==> src/hdl/cms_regs.vh <==
// register map, field positions and timing constants of the sequencer
`ifndef CMS_REGS_VH
`define CMS_REGS_VH

// ----------------------------------------------------------------
// register word addresses (byte address = index * 4)
// ----------------------------------------------------------------
`define CMS_REG_CTRL      2'h0
`define CMS_REG_CFG_LEN   2'h1
`define CMS_REG_STATUS    2'h2
`define CMS_REG_PLL       2'h3
`define CMS_ADDR_HI       11
`define CMS_ADDR_LO       2

// ----------------------------------------------------------------
// field layout
// ----------------------------------------------------------------
`define CMS_CTRL_SCHEME   2:0
`define CMS_CTRL_PLL_PINS 3
`define CMS_CTRL_RST      32'h0000_0000
`define CMS_LEN_RST       16'h0010
`define CMS_SCHEME_CDEV   3'h0
`define CMS_SCHEME_PS     3'h1
`define CMS_SCHEME_PPA    3'h2
`define CMS_SCHEME_FPP    3'h3
`define CMS_SCHEME_JTAG   3'h4

// ----------------------------------------------------------------
// axi answers
// ----------------------------------------------------------------
`define CMS_RESP_OKAY     2'h0
`define CMS_RESP_SLVERR   2'h2

// ----------------------------------------------------------------
// timing
// ----------------------------------------------------------------
`define CMS_CLK_KHZ       40000
`define CMS_POR_LONG_MS   100
`define CMS_POR_SHORT_MS  2
`define CMS_INIT_CYC      8'h10
`define CMS_PLL_BITS      24

`endif

==> src/hdl/cms_pll_shift.v <==
// serial reload chain for pll multiply, divide and delay counters
`include "cms_regs.vh"
module cms_pll_shift (
    input  wire       aclk,
    input  wire       aresetn,
    input  wire       shift_en,
    input  wire       sdata,
    input  wire       load,
    output reg  [7:0] pll_mult_ff,
    output reg  [7:0] pll_div_ff,
    output reg  [7:0] pll_delay_ff
);
    reg [`CMS_PLL_BITS-1:0] chain_ff;

    // chain shifts msb first; settings only change on load so the
    // running pll never sees a half-shifted value
    always @(posedge aclk) begin
        if (!aresetn) begin
            chain_ff     <= 24'h00_0000;
            pll_mult_ff  <= 8'h01;
            pll_div_ff   <= 8'h01;
            pll_delay_ff <= 8'h00;
        end else begin
            if (shift_en) begin
                chain_ff <= {chain_ff[`CMS_PLL_BITS-2:0], sdata};
            end
            if (load) begin
                pll_mult_ff  <= chain_ff[23:16];
                pll_div_ff   <= chain_ff[15:8];
                pll_delay_ff <= chain_ff[7:0];
            end
        end
    end
endmodule // cms_pll_shift

==> src/hdl/cms_sync2.v <==
// two-stage synchroniser for pins entering the clock domain
module cms_sync2 #(
    parameter WIDTH = 1,
    parameter [WIDTH-1:0] INIT = {WIDTH{1'b0}}
) (
    input  wire             aclk,
    input  wire             aresetn,
    input  wire [WIDTH-1:0] d,
    output wire [WIDTH-1:0] q
);
    reg [WIDTH-1:0] meta_ff;
    reg [WIDTH-1:0] sync_ff;

    always @(posedge aclk) begin
        if (!aresetn) begin
            meta_ff <= INIT;
            sync_ff <= INIT;
        end else begin
            meta_ff <= d;
            sync_ff <= meta_ff;
        end
    end

    assign q = sync_ff;
endmodule // cms_sync2

==> src/hdl/cms_top.v <==
// power-on, command-mode and user-mode sequencer with axi4-lite registers
//
// Design decisions made here: register access over AXI4-Lite and the register addresses.
`include "cms_regs.vh"
module cms_top #(
    parameter [21:0] POR_LONG_CYC  = `CMS_POR_LONG_MS  * `CMS_CLK_KHZ,
    parameter [21:0] POR_SHORT_CYC = `CMS_POR_SHORT_MS * `CMS_CLK_KHZ
) (
    input  wire        aclk,
    input  wire        aresetn,
    // axi4-lite slave
    input  wire [11:0] s_axi_awaddr,
    input  wire        s_axi_awvalid,
    output wire        s_axi_awready,
    input  wire [31:0] s_axi_wdata,
    input  wire [3:0]  s_axi_wstrb,
    input  wire        s_axi_wvalid,
    output wire        s_axi_wready,
    output reg  [1:0]  s_axi_bresp,
    output reg         s_axi_bvalid,
    input  wire        s_axi_bready,
    input  wire [11:0] s_axi_araddr,
    input  wire        s_axi_arvalid,
    output wire        s_axi_arready,
    output reg  [31:0] s_axi_rdata,
    output reg  [1:0]  s_axi_rresp,
    output reg         s_axi_rvalid,
    input  wire        s_axi_rready,
    // device pins
    input  wire        por_delay_select,
    input  wire        pullup_disable,
    input  wire        reconfig_n,
    input  wire        chain_enable_in_n,
    output reg         chain_enable_out_n,
    input  wire [7:0]  cfg_data,
    input  wire        cfg_strobe,
    input  wire        pll_sdata_pin,
    input  wire        pll_sclk_pin,
    input  wire        pll_load_pin,
    // user logic side
    input  wire        pll_sdata_int,
    input  wire        pll_shift_int,
    input  wire        pll_load_int,
    output reg         io_hiz,
    output reg         io_pullup_en,
    output reg         user_reset_n,
    output reg         user_mode,
    output wire [7:0]  pll_mult,
    output wire [7:0]  pll_div,
    output wire [7:0]  pll_delay
);
    // ----------------------------------------------------------------
    // states
    // ----------------------------------------------------------------
    localparam [2:0] ST_POR  = 3'h0;
    localparam [2:0] ST_WAIT = 3'h1;
    localparam [2:0] ST_CFG  = 3'h2;
    localparam [2:0] ST_INIT = 3'h3;
    localparam [2:0] ST_USER = 3'h4;

    // ----------------------------------------------------------------
    // pin synchronisers
    // ----------------------------------------------------------------
    wire [7:0] cfg_data_s;
    wire       por_sel_s;
    wire       pullup_dis_s;
    wire       reconfig_n_s;
    wire       ce_in_n_s;
    wire       strobe_s;
    wire       pll_sd_s;
    wire       pll_sclk_s;
    wire       pll_ld_s;
    wire       unused_s;

    cms_sync2 #(.WIDTH(8), .INIT(8'h00)) u_sync_data (
        .aclk    (aclk),
        .aresetn (aresetn),
        .d       (cfg_data),
        .q       (cfg_data_s)
    );
    cms_sync2 #(.WIDTH(9), .INIT(9'h060)) u_sync_ctl (
        .aclk    (aclk),
        .aresetn (aresetn),
        .d       ({por_delay_select, pullup_disable, reconfig_n,
                   chain_enable_in_n, cfg_strobe, pll_sdata_pin,
                   pll_sclk_pin, pll_load_pin, 1'b0}),
        .q       ({por_sel_s, pullup_dis_s, reconfig_n_s, ce_in_n_s,
                   strobe_s, pll_sd_s, pll_sclk_s, pll_ld_s,
                   unused_s})
    );

    // edge detection on synchronised strobes only
    reg strobe_d_ff;
    reg pll_sclk_d_ff;
    reg pll_ld_d_ff;
    wire strobe_rise = strobe_s & ~strobe_d_ff;
    wire sclk_rise   = pll_sclk_s & ~pll_sclk_d_ff;
    wire ld_rise     = pll_ld_s & ~pll_ld_d_ff;

    // ----------------------------------------------------------------
    // registers
    // ----------------------------------------------------------------
    reg [31:0] ctrl_ff;
    reg [15:0] cfg_len_ff;
    reg [2:0]  state_ff;
    reg [2:0]  nxt_state;
    reg [21:0] cnt_ff;
    reg [21:0] nxt_cnt;
    reg [18:0] bit_cnt_ff;
    reg [18:0] nxt_bit_cnt;
    reg        por_sel_ff;
    reg [7:0]  reconfig_cnt_ff;

    wire [2:0]  scheme    = ctrl_ff[`CMS_CTRL_SCHEME];
    wire        serial_in = (scheme == `CMS_SCHEME_CDEV) ||
                            (scheme == `CMS_SCHEME_PS) ||
                            (scheme == `CMS_SCHEME_JTAG);
    // one bit per strobe for serial schemes, a byte for parallel ones
    wire [18:0] bit_step  = serial_in ? 19'h0_0001 : 19'h0_0008;
    wire [18:0] bit_total = {cfg_len_ff, 3'h0};
    wire [21:0] por_limit = por_sel_ff ? POR_SHORT_CYC : POR_LONG_CYC;
    wire        forced    = ~reconfig_n_s & (state_ff != ST_POR);

    // ----------------------------------------------------------------
    // sequencer
    // ----------------------------------------------------------------
    always @* begin
        nxt_state   = state_ff;
        nxt_cnt     = cnt_ff;
        nxt_bit_cnt = bit_cnt_ff;
        case (state_ff)
            ST_POR: begin
                if (cnt_ff >= por_limit - 22'h00_0001) begin
                    nxt_state = ST_WAIT;
                    nxt_cnt   = 22'h00_0000;
                end else begin
                    nxt_cnt = cnt_ff + 22'h00_0001;
                end
            end
            ST_WAIT: begin
                nxt_bit_cnt = 19'h0_0000;
                if (~ce_in_n_s && reconfig_n_s) begin
                    nxt_state = ST_CFG;
                end
            end
            ST_CFG: begin
                if (strobe_rise) begin
                    nxt_bit_cnt = bit_cnt_ff + bit_step;
                end
                if (bit_cnt_ff >= bit_total) begin
                    nxt_state = ST_INIT;
                    nxt_cnt   = 22'h00_0000;
                end
            end
            ST_INIT: begin
                if (cnt_ff[7:0] == `CMS_INIT_CYC - 8'h01) begin
                    nxt_state = ST_USER;
                end else begin
                    nxt_cnt = cnt_ff + 22'h00_0001;
                end
            end
            ST_USER: begin
                nxt_state = ST_USER;
            end
            default: begin
                nxt_state = ST_POR;
                nxt_cnt   = 22'h00_0000;
            end
        endcase
        if (forced) begin
            nxt_state = ST_WAIT;
            nxt_cnt   = 22'h00_0000;
        end
    end

    always @(posedge aclk) begin
        if (!aresetn) begin
            state_ff        <= ST_POR;
            cnt_ff          <= 22'h00_0000;
            bit_cnt_ff      <= 19'h0_0000;
            por_sel_ff      <= 1'b0;
            reconfig_cnt_ff <= 8'h00;
            strobe_d_ff     <= 1'b0;
            pll_sclk_d_ff   <= 1'b0;
            pll_ld_d_ff     <= 1'b0;
        end else begin
            state_ff      <= nxt_state;
            cnt_ff        <= nxt_cnt;
            bit_cnt_ff    <= nxt_bit_cnt;
            strobe_d_ff   <= strobe_s;
            pll_sclk_d_ff <= pll_sclk_s;
            pll_ld_d_ff   <= pll_ld_s;
            // strap is re-read each cycle of the delay; settles early
            if (state_ff == ST_POR) begin
                por_sel_ff <= por_sel_s;
            end
            if (forced && state_ff == ST_USER) begin
                reconfig_cnt_ff <= reconfig_cnt_ff + 8'h01;
            end
        end
    end

    // ----------------------------------------------------------------
    // pin outputs
    // ----------------------------------------------------------------
    always @(posedge aclk) begin
        if (!aresetn) begin
            io_hiz             <= 1'b1;
            io_pullup_en       <= 1'b0;
            user_reset_n       <= 1'b0;
            user_mode          <= 1'b0;
            chain_enable_out_n <= 1'b1;
        end else begin
            // i/o and user reset only released once initialisation is over; chain out already low in init
            io_hiz       <= (nxt_state != ST_USER);
            io_pullup_en <= (nxt_state != ST_USER) & ~pullup_dis_s;
            user_reset_n <= (nxt_state == ST_USER);
            user_mode    <= (nxt_state == ST_USER);
            chain_enable_out_n <= ~((nxt_state == ST_INIT) ||
                                    (nxt_state == ST_USER));
        end
    end

    // ----------------------------------------------------------------
    // pll reload, enabled only while the sequencer holds user mode
    // ----------------------------------------------------------------
    wire pll_pins  = ctrl_ff[`CMS_CTRL_PLL_PINS];
    wire pll_shift = user_mode & (pll_pins ? sclk_rise : pll_shift_int);
    wire pll_load  = user_mode & (pll_pins ? ld_rise : pll_load_int);

    // only the pll settings change here; the rest stays in user mode
    cms_pll_shift u_pll (
        .aclk         (aclk),
        .aresetn      (aresetn),
        .shift_en     (pll_shift),
        .sdata        (pll_pins ? pll_sd_s : pll_sdata_int),
        .load         (pll_load),
        .pll_mult_ff  (pll_mult),
        .pll_div_ff   (pll_div),
        .pll_delay_ff (pll_delay)
    );

    // ----------------------------------------------------------------
    // axi4-lite slave
    // ----------------------------------------------------------------
    reg        aw_got_ff;
    reg        w_got_ff;
    reg [1:0]  aw_idx_ff;
    reg        aw_bad_ff;
    reg [31:0] wdata_ff;
    reg [3:0]  wstrb_ff;
    reg [31:0] rd_word;
    reg        rd_bad;

    assign s_axi_awready = ~aw_got_ff & ~s_axi_bvalid;
    assign s_axi_wready  = ~w_got_ff & ~s_axi_bvalid;
    assign s_axi_arready = ~s_axi_rvalid;

    wire aw_bad_in = |s_axi_awaddr[`CMS_ADDR_HI:`CMS_ADDR_LO+2];
    wire ar_bad_in = |s_axi_araddr[`CMS_ADDR_HI:`CMS_ADDR_LO+2];
    wire wr_go     = aw_got_ff & w_got_ff & ~s_axi_bvalid;
    wire [1:0] ar_idx = s_axi_araddr[`CMS_ADDR_LO+1:`CMS_ADDR_LO];

    always @* begin
        rd_word = 32'h0000_0000;
        rd_bad  = ar_bad_in;
        case (ar_idx)
            `CMS_REG_CTRL:    rd_word = ctrl_ff;
            `CMS_REG_CFG_LEN: rd_word = {16'h0000, cfg_len_ff};
            `CMS_REG_STATUS:  rd_word = {16'h0000, reconfig_cnt_ff,
                                         1'b0, por_sel_ff, ~user_mode,
                                         user_mode, 1'b0, state_ff};
            `CMS_REG_PLL:     rd_word = {8'h00, pll_delay, pll_div,
                                         pll_mult};
            default:          rd_word = 32'h0000_0000;
        endcase
        if (ar_bad_in) begin
            rd_word = 32'h0000_0000;
        end
    end

    always @(posedge aclk) begin
        if (!aresetn) begin
            aw_got_ff    <= 1'b0;
            w_got_ff     <= 1'b0;
            aw_idx_ff    <= 2'h0;
            aw_bad_ff    <= 1'b0;
            wdata_ff     <= 32'h0000_0000;
            wstrb_ff     <= 4'h0;
            s_axi_bvalid <= 1'b0;
            s_axi_bresp  <= `CMS_RESP_OKAY;
            s_axi_rvalid <= 1'b0;
            s_axi_rresp  <= `CMS_RESP_OKAY;
            s_axi_rdata  <= 32'h0000_0000;
            ctrl_ff      <= `CMS_CTRL_RST;
            cfg_len_ff   <= `CMS_LEN_RST;
        end else begin
            if (s_axi_awvalid && s_axi_awready) begin
                aw_got_ff <= 1'b1;
                aw_idx_ff <= s_axi_awaddr[`CMS_ADDR_LO+1:`CMS_ADDR_LO];
                aw_bad_ff <= aw_bad_in;
            end
            if (s_axi_wvalid && s_axi_wready) begin
                w_got_ff <= 1'b1;
                wdata_ff <= s_axi_wdata;
                wstrb_ff <= s_axi_wstrb;
            end
            if (wr_go) begin
                aw_got_ff    <= 1'b0;
                w_got_ff     <= 1'b0;
                s_axi_bvalid <= 1'b1;
                s_axi_bresp  <= (aw_bad_ff || aw_idx_ff == `CMS_REG_STATUS
                                 || aw_idx_ff == `CMS_REG_PLL) ?
                                `CMS_RESP_SLVERR : `CMS_RESP_OKAY;
                if (!aw_bad_ff && aw_idx_ff == `CMS_REG_CTRL) begin
                    if (wstrb_ff[0]) ctrl_ff[7:0] <= wdata_ff[7:0];
                end
                if (!aw_bad_ff && aw_idx_ff == `CMS_REG_CFG_LEN) begin
                    if (wstrb_ff[0]) cfg_len_ff[7:0]  <= wdata_ff[7:0];
                    if (wstrb_ff[1]) cfg_len_ff[15:8] <= wdata_ff[15:8];
                end
            end else if (s_axi_bvalid && s_axi_bready) begin
                s_axi_bvalid <= 1'b0;
            end
            if (s_axi_arvalid && s_axi_arready) begin
                s_axi_rvalid <= 1'b1;
                s_axi_rdata  <= rd_word;
                s_axi_rresp  <= rd_bad ? `CMS_RESP_SLVERR : `CMS_RESP_OKAY;
            end else if (s_axi_rvalid && s_axi_rready) begin
                s_axi_rvalid <= 1'b0;
            end
        end
    end
endmodule // cms_top
==> config.mk <==
export PLATFORM = sky130hd
export DESIGN_NAME = cms_top
export DESIGN_NICKNAME = d
export VERILOG_FILES = /design/src/hdl/cms_pll_shift.v /design/src/hdl/cms_sync2.v /design/src/hdl/cms_top.v
export VERILOG_INCLUDE_DIRS = /design/src /design/src/hdl
export SDC_FILE = /design/constraint.sdc
export NUM_CORES = 1
export LEC_CHECK = 0
export ABC_AREA = 1
export BUFFER_PORTS_ARGS = -buffer_cell sky130_fd_sc_hd__buf_4
export CAP_MARGIN = 10
export CORE_MARGIN = 2
export CORE_UTILIZATION = 51
export DETAILED_ROUTE_END_ITERATION = 10
export GPL_TIMING_DRIVEN = 1
export PLACE_DENSITY_LB_ADDON = 0.2
export SETUP_SLACK_MARGIN = 0.15
export SYNTH_ARGS = -nofsm -noshare
export SYNTH_HDL_FRONTEND = slang
export SYNTH_SLANG_ARGS = --single-unit
==> constraint.sdc <==
create_clock -name aclk -period 1.8 [get_ports aclk]
set_input_delay 0.18 -clock aclk [delete_from_list [all_inputs] [get_ports aclk]]
set_output_delay 0.18 -clock aclk [all_outputs]
set_load 0.01 [all_outputs]
==> implementation parameters, run 1 <==
Parameter                              Value

Status
  Status ... finished, violations left
  Violated checks ... setup timing

Timing
  Final hold violations ... 0
  Final worst clock skew ... between 0.01 and 0.015 ns
  Pins over their slew limit ... 0
  Setup Viol. Count Final ... 36
  Highest attainable clock frequency ... roughly 500 MHz
  Final clock period utilization by the worst path ... 113%
  Final min period ... 2.04 ns
  Worst Setup Slack, final ... -0.241 ns
  WHS ... a little over 0.008 ns
  Unrepaired setup endpoints after global routing ... yes

Place
  Post-DP HPWL ... 17600 um
  Final RePlAce weighted congestion ... 0.930
  Pre-CTS worst setup slack ... -0.226 ns
  Placed standard-cell area ... 11100 um^2
  Number of I/O port buffers ... about 120
  DP Cell Count ... around 1700

Critical path
  Critical Path Sink Type ... flop
  Kind of critical path ... reg2reg
  Element type at the critical path start ... flop
  Critical path fanouts, max ... 5
  Endpoint required time on the critical path ... between 2 and 2.5 ns
  Critical path data arrival time ... 2.38 ns

Synthesis
  Number of flops mapped to enable cells by yosys ... 0
  Synth async-reset ratio ... 0%
  Seq/Total Area, Yosys ... 43.1%
  Number of warnings issued by yosys ... 0
  Cells after Synth ... 1318
  Number of distinct library cells after synthesis ... 40
  Register bit count reported by yosys ... between 150 and 200
  Mapped cell area ... between 9000 and 10000 um^2
  Top_reg_cell synth ... dfxtp_1
  Post-Syn Area per Cell ... 7.01 um^2

Clock network
  Clock buffer count from CTS ... 17
  Clock tree root buffer cell ... clkbuf_16
  Clock Latency Late Sink ... around 0.45 ns
  Clock input transition at the sequential cells of the worst setup and hold paths ... 0.09 ns
  CTS tree ... yes
  CTS sink cnt ... 199
  # H-tree levels ... 4
  Maximum number of buffers from clock root to sink ... 2

Route
  Average vias per placed instance ... ~5.2
  Mean routed wirelength per cell ... 14.8 um
  Post-detailed-route count of antenna-violating nets ... 0
  Drt total wl ... 26400 um
  Pre-antenna DRT Iters ... 7
  Overall via count from detail_route ... approximately 9300
  Number of DRC markers in iteration 0 ... 636
  Detailed-route DRC error count ... 0

Floorplan
  Die Outline Area ... roughly 19000 um^2
  Initial Util ... 51.8%
  Number of top-level pins ... 156
  Die width ... 139 um
  Std cell rows ... 49
  CORE AREA ... between 15000 and 20000 um^2
  Chip Height ... roughly 140 um

Final layout
  Share of post-route cells with drive strength above 1 ... 28.7%
  Area overhead of the layout relative to synthesis ... 38.7%
  Number of antenna repair diodes ... 0
  Final Net Count ... 1654
  Final Util ... between 70 and 80%
  Final instance area ... 12800 um^2
  Post-layout instance count excluding filler cells ... 1782

Global route
  Vias in the first global route ... 8596
  Antenna violations before repair ... 0
  Global-route wire length before repair ... between 40000 and 50000 um
  Total Routing Usage GR ... 26.4%
  Residual overflow from global routing ... 0
  Maximum number of pins on one net before global-route repair ... 108

Pwr
  Maximum vdd ir drop ... around 0.00077 V
  Pleak ... between 5 and 6 nW
  Power density cells ... 718 nW/um^2

Job
  Max cap viols ... 0

Worst hold path
  Type of the worst min-delay path ... in2reg
## cell type report
cell class,instances,area [um^2]
inverter,138,544
sequential,199,4020
tap,229,287
timing repair inverter,1,11.3
timing repair buffer,249,2030
clock buffer,17,425
clock inverter,15,220
fill,1405,5020
multi-input combinational,934,5280
## worst paths after layout
| check | startpoint | end | slack, ns | cells after the start |
|---|---|---|---|---|
| setup / recovery | cfg_len_ff[14] | cnt_ff[1] | -0.24 | 12 |
| hold / removal | s_axi_wdata[3] | wdata_ff[3] | 0.008 | 3 |
| setup reg to reg | cfg_len_ff[14] | cnt_ff[1] | -0.24 | 12 |
| hold reg to reg | u_sync_ctl.q[7] | io_pullup_en | 0.39 | 1 |
## synth_stat cells, drive strengths merged (2+ instances only)
library cell,n,area [um^2]
nand2,272,1040
ha,28,350
xor2,14,123
a31oi,7,43.8
nor4,4,25.0
nand4,15,93.8
o2111ai,2,17.5
clkinv,4,15.0
and2,2,12.5
buf,22,156
o21ai,119,596
nor3,22,144
nor3b,4,30.0
o211ai,8,60.1
inv,134,503
and3,3,18.8
or2,6,37.5
clkbuf,35,131
nand3,52,270
a211oi,3,22.5
o221ai,4,35.0
a21oi,110,551
dfxtp,199,3980
nor2,240,913
nand3b,3,22.5
## per-stage QoR
stage	power, mW	TNS (ns)
detailed placement	5.14	-4.53
global route	9.52	-9.69
global placement	5.13	-3.47
floorplan	4.93	0
CTS	9.23	-2.32
finish	9.21	-6.70
## what timing repair did
action | 4_1_cts | 5_1_grt
buffers inserted | 11 | 7
gates cloned | 2 | 0
gates resized for setup | 102 | 96
pin swaps | 54 | 40
hold buffers | 22 | 0
setup endpoints to repair | 48 | 83
endpoints found under the hold margin | 21 | 0
## cells by family after synthesis
group / synth area share, %
compound gates: 14.7
xor+xnor: 1.42
fa+ha+maj: 3.79
buf+inv: 8.72
flops: 43.1
other cells: 0.0406
simple gates: 28.2
## flip-flops by register name, summed over array words and instances (netlist names), 2 cells and up
signal and count:
aw_idx_ff 2, cfg_len_ff 16, u_sync_ctl.meta_ff 8, u_pll.pll_div_ff 8, u_pll.pll_delay_ff 8, s_axi_rdata 24, state_ff 3, wdata_ff 16
reconfig_cnt_ff 8, u_pll.chain_ff 24, bit_cnt_ff 19, wstrb_ff 2, u_sync_ctl.q 8, cnt_ff 22, ctrl_ff 8, u_pll.pll_mult_ff 8
## layer usage
| layer | GRT usage [%] | wire (um) |
|---|---|---|
| met1 | 33.4 | 11400 |
| met2 | 46.4 | 13100 |
| met3 | 4.80 | 1410 |
| met4 | 7.57 | 478 |
| met5 | 0 | 0 |
## worst max-delay path, cell delays in order, from the launching register on
cell,delay [ns]
dfxtp_2,0.33
inv_2,0.05
ha_4,0.26
nand2_4,0.05
nor2_4,0.13
nand2_4,0.08
nor3_4,0.17
nand2_1,0.09
nand4_1,0.23
buf_4,0.19
nand2_8,0.07
o21ai_4,0.20
nor2_1,0.07
## where the power goes
part | leakage (nW) | switching, mW | total, mW | internal (mW)
combinational | 3.67 | 0.321 | 0.574 | 0.253
sequential | 1.63 | 0.0571 | 4.54 | 4.48
clock | 0.310 | 2.04 | 4.10 | 2.06
## cell usage in the layout (no fill, tap or decap), types with 29 or more instances in the layout
cell / Yosys / routed
nand2_1: 270 / 233
inv_1: 130 / 112
dfxtp_1: 199 / 176
a21oi_2: 0 / 29
buf_4: 12 / 205
o21ai_0: 119 / 107
nor2_1: 237 / 226
nand3_1: 50 / 41
a21oi_1: 110 / 80
(Power assumes the default switching activity.)
==> inputs of run 2 (changes only) <==
- CORE_MARGIN: 2 -> 4
==> implementation parameters, run 2 (synthesis results as in run 1) <==
Parameter                              Value

Route
  Post-detailed-route count of antenna-violating nets ... 0 (unchanged)
  Mean routed wirelength per cell ... 15.4 um (+4.2%)
  Overall via count from detail_route ... 9458 (+1.3%)
  Drt total wl ... 27600 um (+4.6%)
  Pre-antenna DRT Iters ... 6 (-1)
  Detailed-route DRC error count ... 0 (unchanged)
  Average vias per placed instance ... 5.28 (+0.88%)
  Number of DRC markers in iteration 0 ... 757 (+19%)

Place
  Final RePlAce weighted congestion ... 0.957 (+2.9%)
  Post-DP HPWL ... 18100 um (+2.5%)
  Number of I/O port buffers ... 115 (unchanged)
  Pre-CTS worst setup slack ... -0.205 ns (+0.0209 ns)

Clock network
  Clock Latency Late Sink ... 0.45 ns (about the same)
  Clock tree root buffer cell ... clkbuf_16
  CTS sink cnt ... 199 (unchanged)
  Clock input transition at the sequential cells of the worst setup and hold paths ... 0.08 ns (about the same)
  Clock buffer count from CTS ... 17 (unchanged)
  CTS tree ... yes
  Maximum number of buffers from clock root to sink ... 2 (unchanged)
  # H-tree levels ... 4 (unchanged)

Timing
  Final worst clock skew ... 0.0146 ns (+0.00197 ns)
  Final hold violations ... 0 (unchanged)
  Pins over their slew limit ... 0 (unchanged)
  WHS ... 0.00735 ns (-0.000909 ns)
  Worst Setup Slack, final ... -0.267 ns (-0.0252 ns)
  Final min period ... 2.07 ns (+0.0252 ns)
  Final clock period utilization by the worst path ... 115% (+1.4 points)
  Setup Viol. Count Final ... 40 (+11%)
  Unrepaired setup endpoints after global routing ... yes
  Setup total negative slack ... -4.67 ns (+2.03 ns)
  Highest attainable clock frequency ... 484 MHz (-1.2%)

Pwr
  Power density cells ... 704 nW/um^2 (-2.0%)
  Pleak ... 5.62 nW (+0.17%)
  Maximum vdd ir drop ... 0.000796 V (+3.3%)
  Internal Dissipation ... 6.78 mW (-0.25%)
  Psw ... 2.36 mW (-2.2%)
  Combinational cell fraction of total power ... 6.4% (+0.2 points)
  Switching part of the total power ... 25.8% (-0.38 points)
  Clock Power Share ... 44.0% (-0.5 points)
  Reg power frac ... 49.6% (+0.3 points)

Global route
  Total Routing Usage GR ... 26.2% (-0.19 points)
  Vias in the first global route ... 8794 (+2.3%)
  Residual overflow from global routing ... 0 (unchanged)
  Antenna violations before repair ... 0 (unchanged)
  Global-route wire length before repair ... 42800 um (+2.6%)
  Maximum number of pins on one net before global-route repair ... 89 (-18%)

Final layout
  Share of post-route cells with drive strength above 1 ... 29.6% (+0.99 points)
  Area occupied by multi-input gates ... 5360 um^2 (+1.6%)
  Number of antenna repair diodes ... 0 (unchanged)
  Top library cells by usage in the layout, fill and taps aside ... 230 x nand2_1, 225 x nor2_1, 211 x buf_4
  Final Util ... 74.1% (+2.2 points)
  Most common cell after layout, fill and taps aside ... nand2_1
  Filler cell count in the final layout ... 1312 (-6.6%)
  Area overhead of the layout relative to synthesis ... 40.5%
  Final Net Count ... 1666 (+0.73%)
  Largest registers ... s_axi_rdata x24, u_pll.chain_ff x24, cnt_ff x22
  Sequential cell area ... 4020 um^2 (-0.12%)

Floorplan
  Std cell rows ... 48 (-2.0%)
  CORE AREA ... 17500 um^2 (-1.7%)
  Chip Height ... 143 um (+2.9%)
  Die width ... 143 um (+2.9%)
  Die Outline Area ... 20300 um^2 (+5.9%)
  Number of top-level pins ... 156 (unchanged)
  Initial Util ... 52.7% (+0.90 points)

Status
  Status ... finished, violations left
  Violated checks ... setup timing

Critical path
  Element type at the critical path start ... flop
  Cells traversed along the worst timing path ... a21oi_4, inv_2, ha_4, buf_4, nand2_4, o21ai_4, nand3_4, inv_2, nand4_1, o21ai_1, a21oi_1
  Library cell contributing the largest single delay on the critical path ... dfxtp_2
  Library cell appearing most often on the critical path ... inv_2
  Worst stage delay on the critical path ... 0.34 ns (about the same)
  Kind of critical path ... reg2reg
  Critical path data arrival time ... 2.40 ns (+0.02 ns)
  Critical Path Sink Type ... flop
  Critical path fanouts, max ... 3 (-2)
  Endpoint required time on the critical path ... 2.13 ns (about the same)

Worst hold path
  Type of the worst min-delay path ... in2reg

Job
  Max cap viols ... 0 (unchanged)
run 2: cell types whose count changed in the layout (fill, tap and decap cells not counted), moves of 4 or more:
cell / before / now
nand3_1: 41 / 31
inv_2: 16 / 21
nand3_2: 5 / 16
dlygate4sd3_1: 22 / 27
nand2_4: 17 / 12
buf_4: 205 / 211
o21ai_0: 107 / 103
nand2_2: 22 / 29
a21oi_1: 80 / 84
o21ai_1: 5 / 9
a21oi_2: 29 / 24
run 2: what timing repair did:
action | CTS | global route
setup buffers | 15 | 10
pin swaps | 46 | 54
gates resized for setup | 115 | 97
endpoints found under the hold margin | 26 | 0
endpoints found under the setup margin | 43 | 62
hold buffers | 27 | 0
gates cloned | 2 | 0
run 2: worst paths after layout:
kind,endpoint,slack (ns),cells after the start,from
hold / removal,wdata_ff[7],0.007,3,s_axi_wdata[7]
setup reg to reg,bit_cnt_ff[16],-0.27,11,ctrl_ff[0]
hold reg to reg,io_pullup_en,0.39,1,u_sync_ctl.q[7]
setup / recovery,bit_cnt_ff[16],-0.27,11,ctrl_ff[0]
run 2: power by group through the flow:
stage	Sequential [mW]	Clock [mW]	Combinational [mW]
after floorplan	4.63	0	0.304
after global placement	4.63	0	0.498
after detailed placement	4.64	0	0.507
after CTS	4.53	4.08	0.562
after global routing	4.54	4.24	0.649
final	4.53	4.02	0.581
run 2: final cells by class:
class | count | share of cell area [%]
multi-input combinational | 934 | 41.3
sequential | 199 | 30.9
timing repair buffer | 261 | 16.6
inverter | 138 | 4.10
clock buffer | 17 | 3.28
tap | 225 | 2.17
clock inverter | 15 | 1.55
timing repair inverter | 1 | 0.125
run 2: worst max-delay path: cells and delay by family (launching register included):
| family | cells | cell delay, ns |
|---|---|---|
| buffers and inverters | 3 | 0.26 |
| DFF | 1 | 0.34 |
| AOI/OAI and AO/OA | 4 | 0.75 |
| adders and majority gates | 1 | 0.28 |
| and+or+nand+nor | 3 | 0.32 |
run 2: layer usage:
layer	global-route usage [%]	routed length, um	vias to the layer above
li1	-	-	4721
met1	32.5	11500	4404
met2	45.3	13800	277
met3	5.68	1490	56
met4	8.90	736	0
met5	0	0	-
run 2: per-stage QoR:
step                      power [mW]  area (um^2)  cells
after floorplan                 4.93         9490   1327
after global placement          5.13        11100   1704
after detailed placement        5.14        11100   1704
after CTS                       9.17        12500   1780
after global routing            9.43        13000   1790
final                           9.14        13000   1790
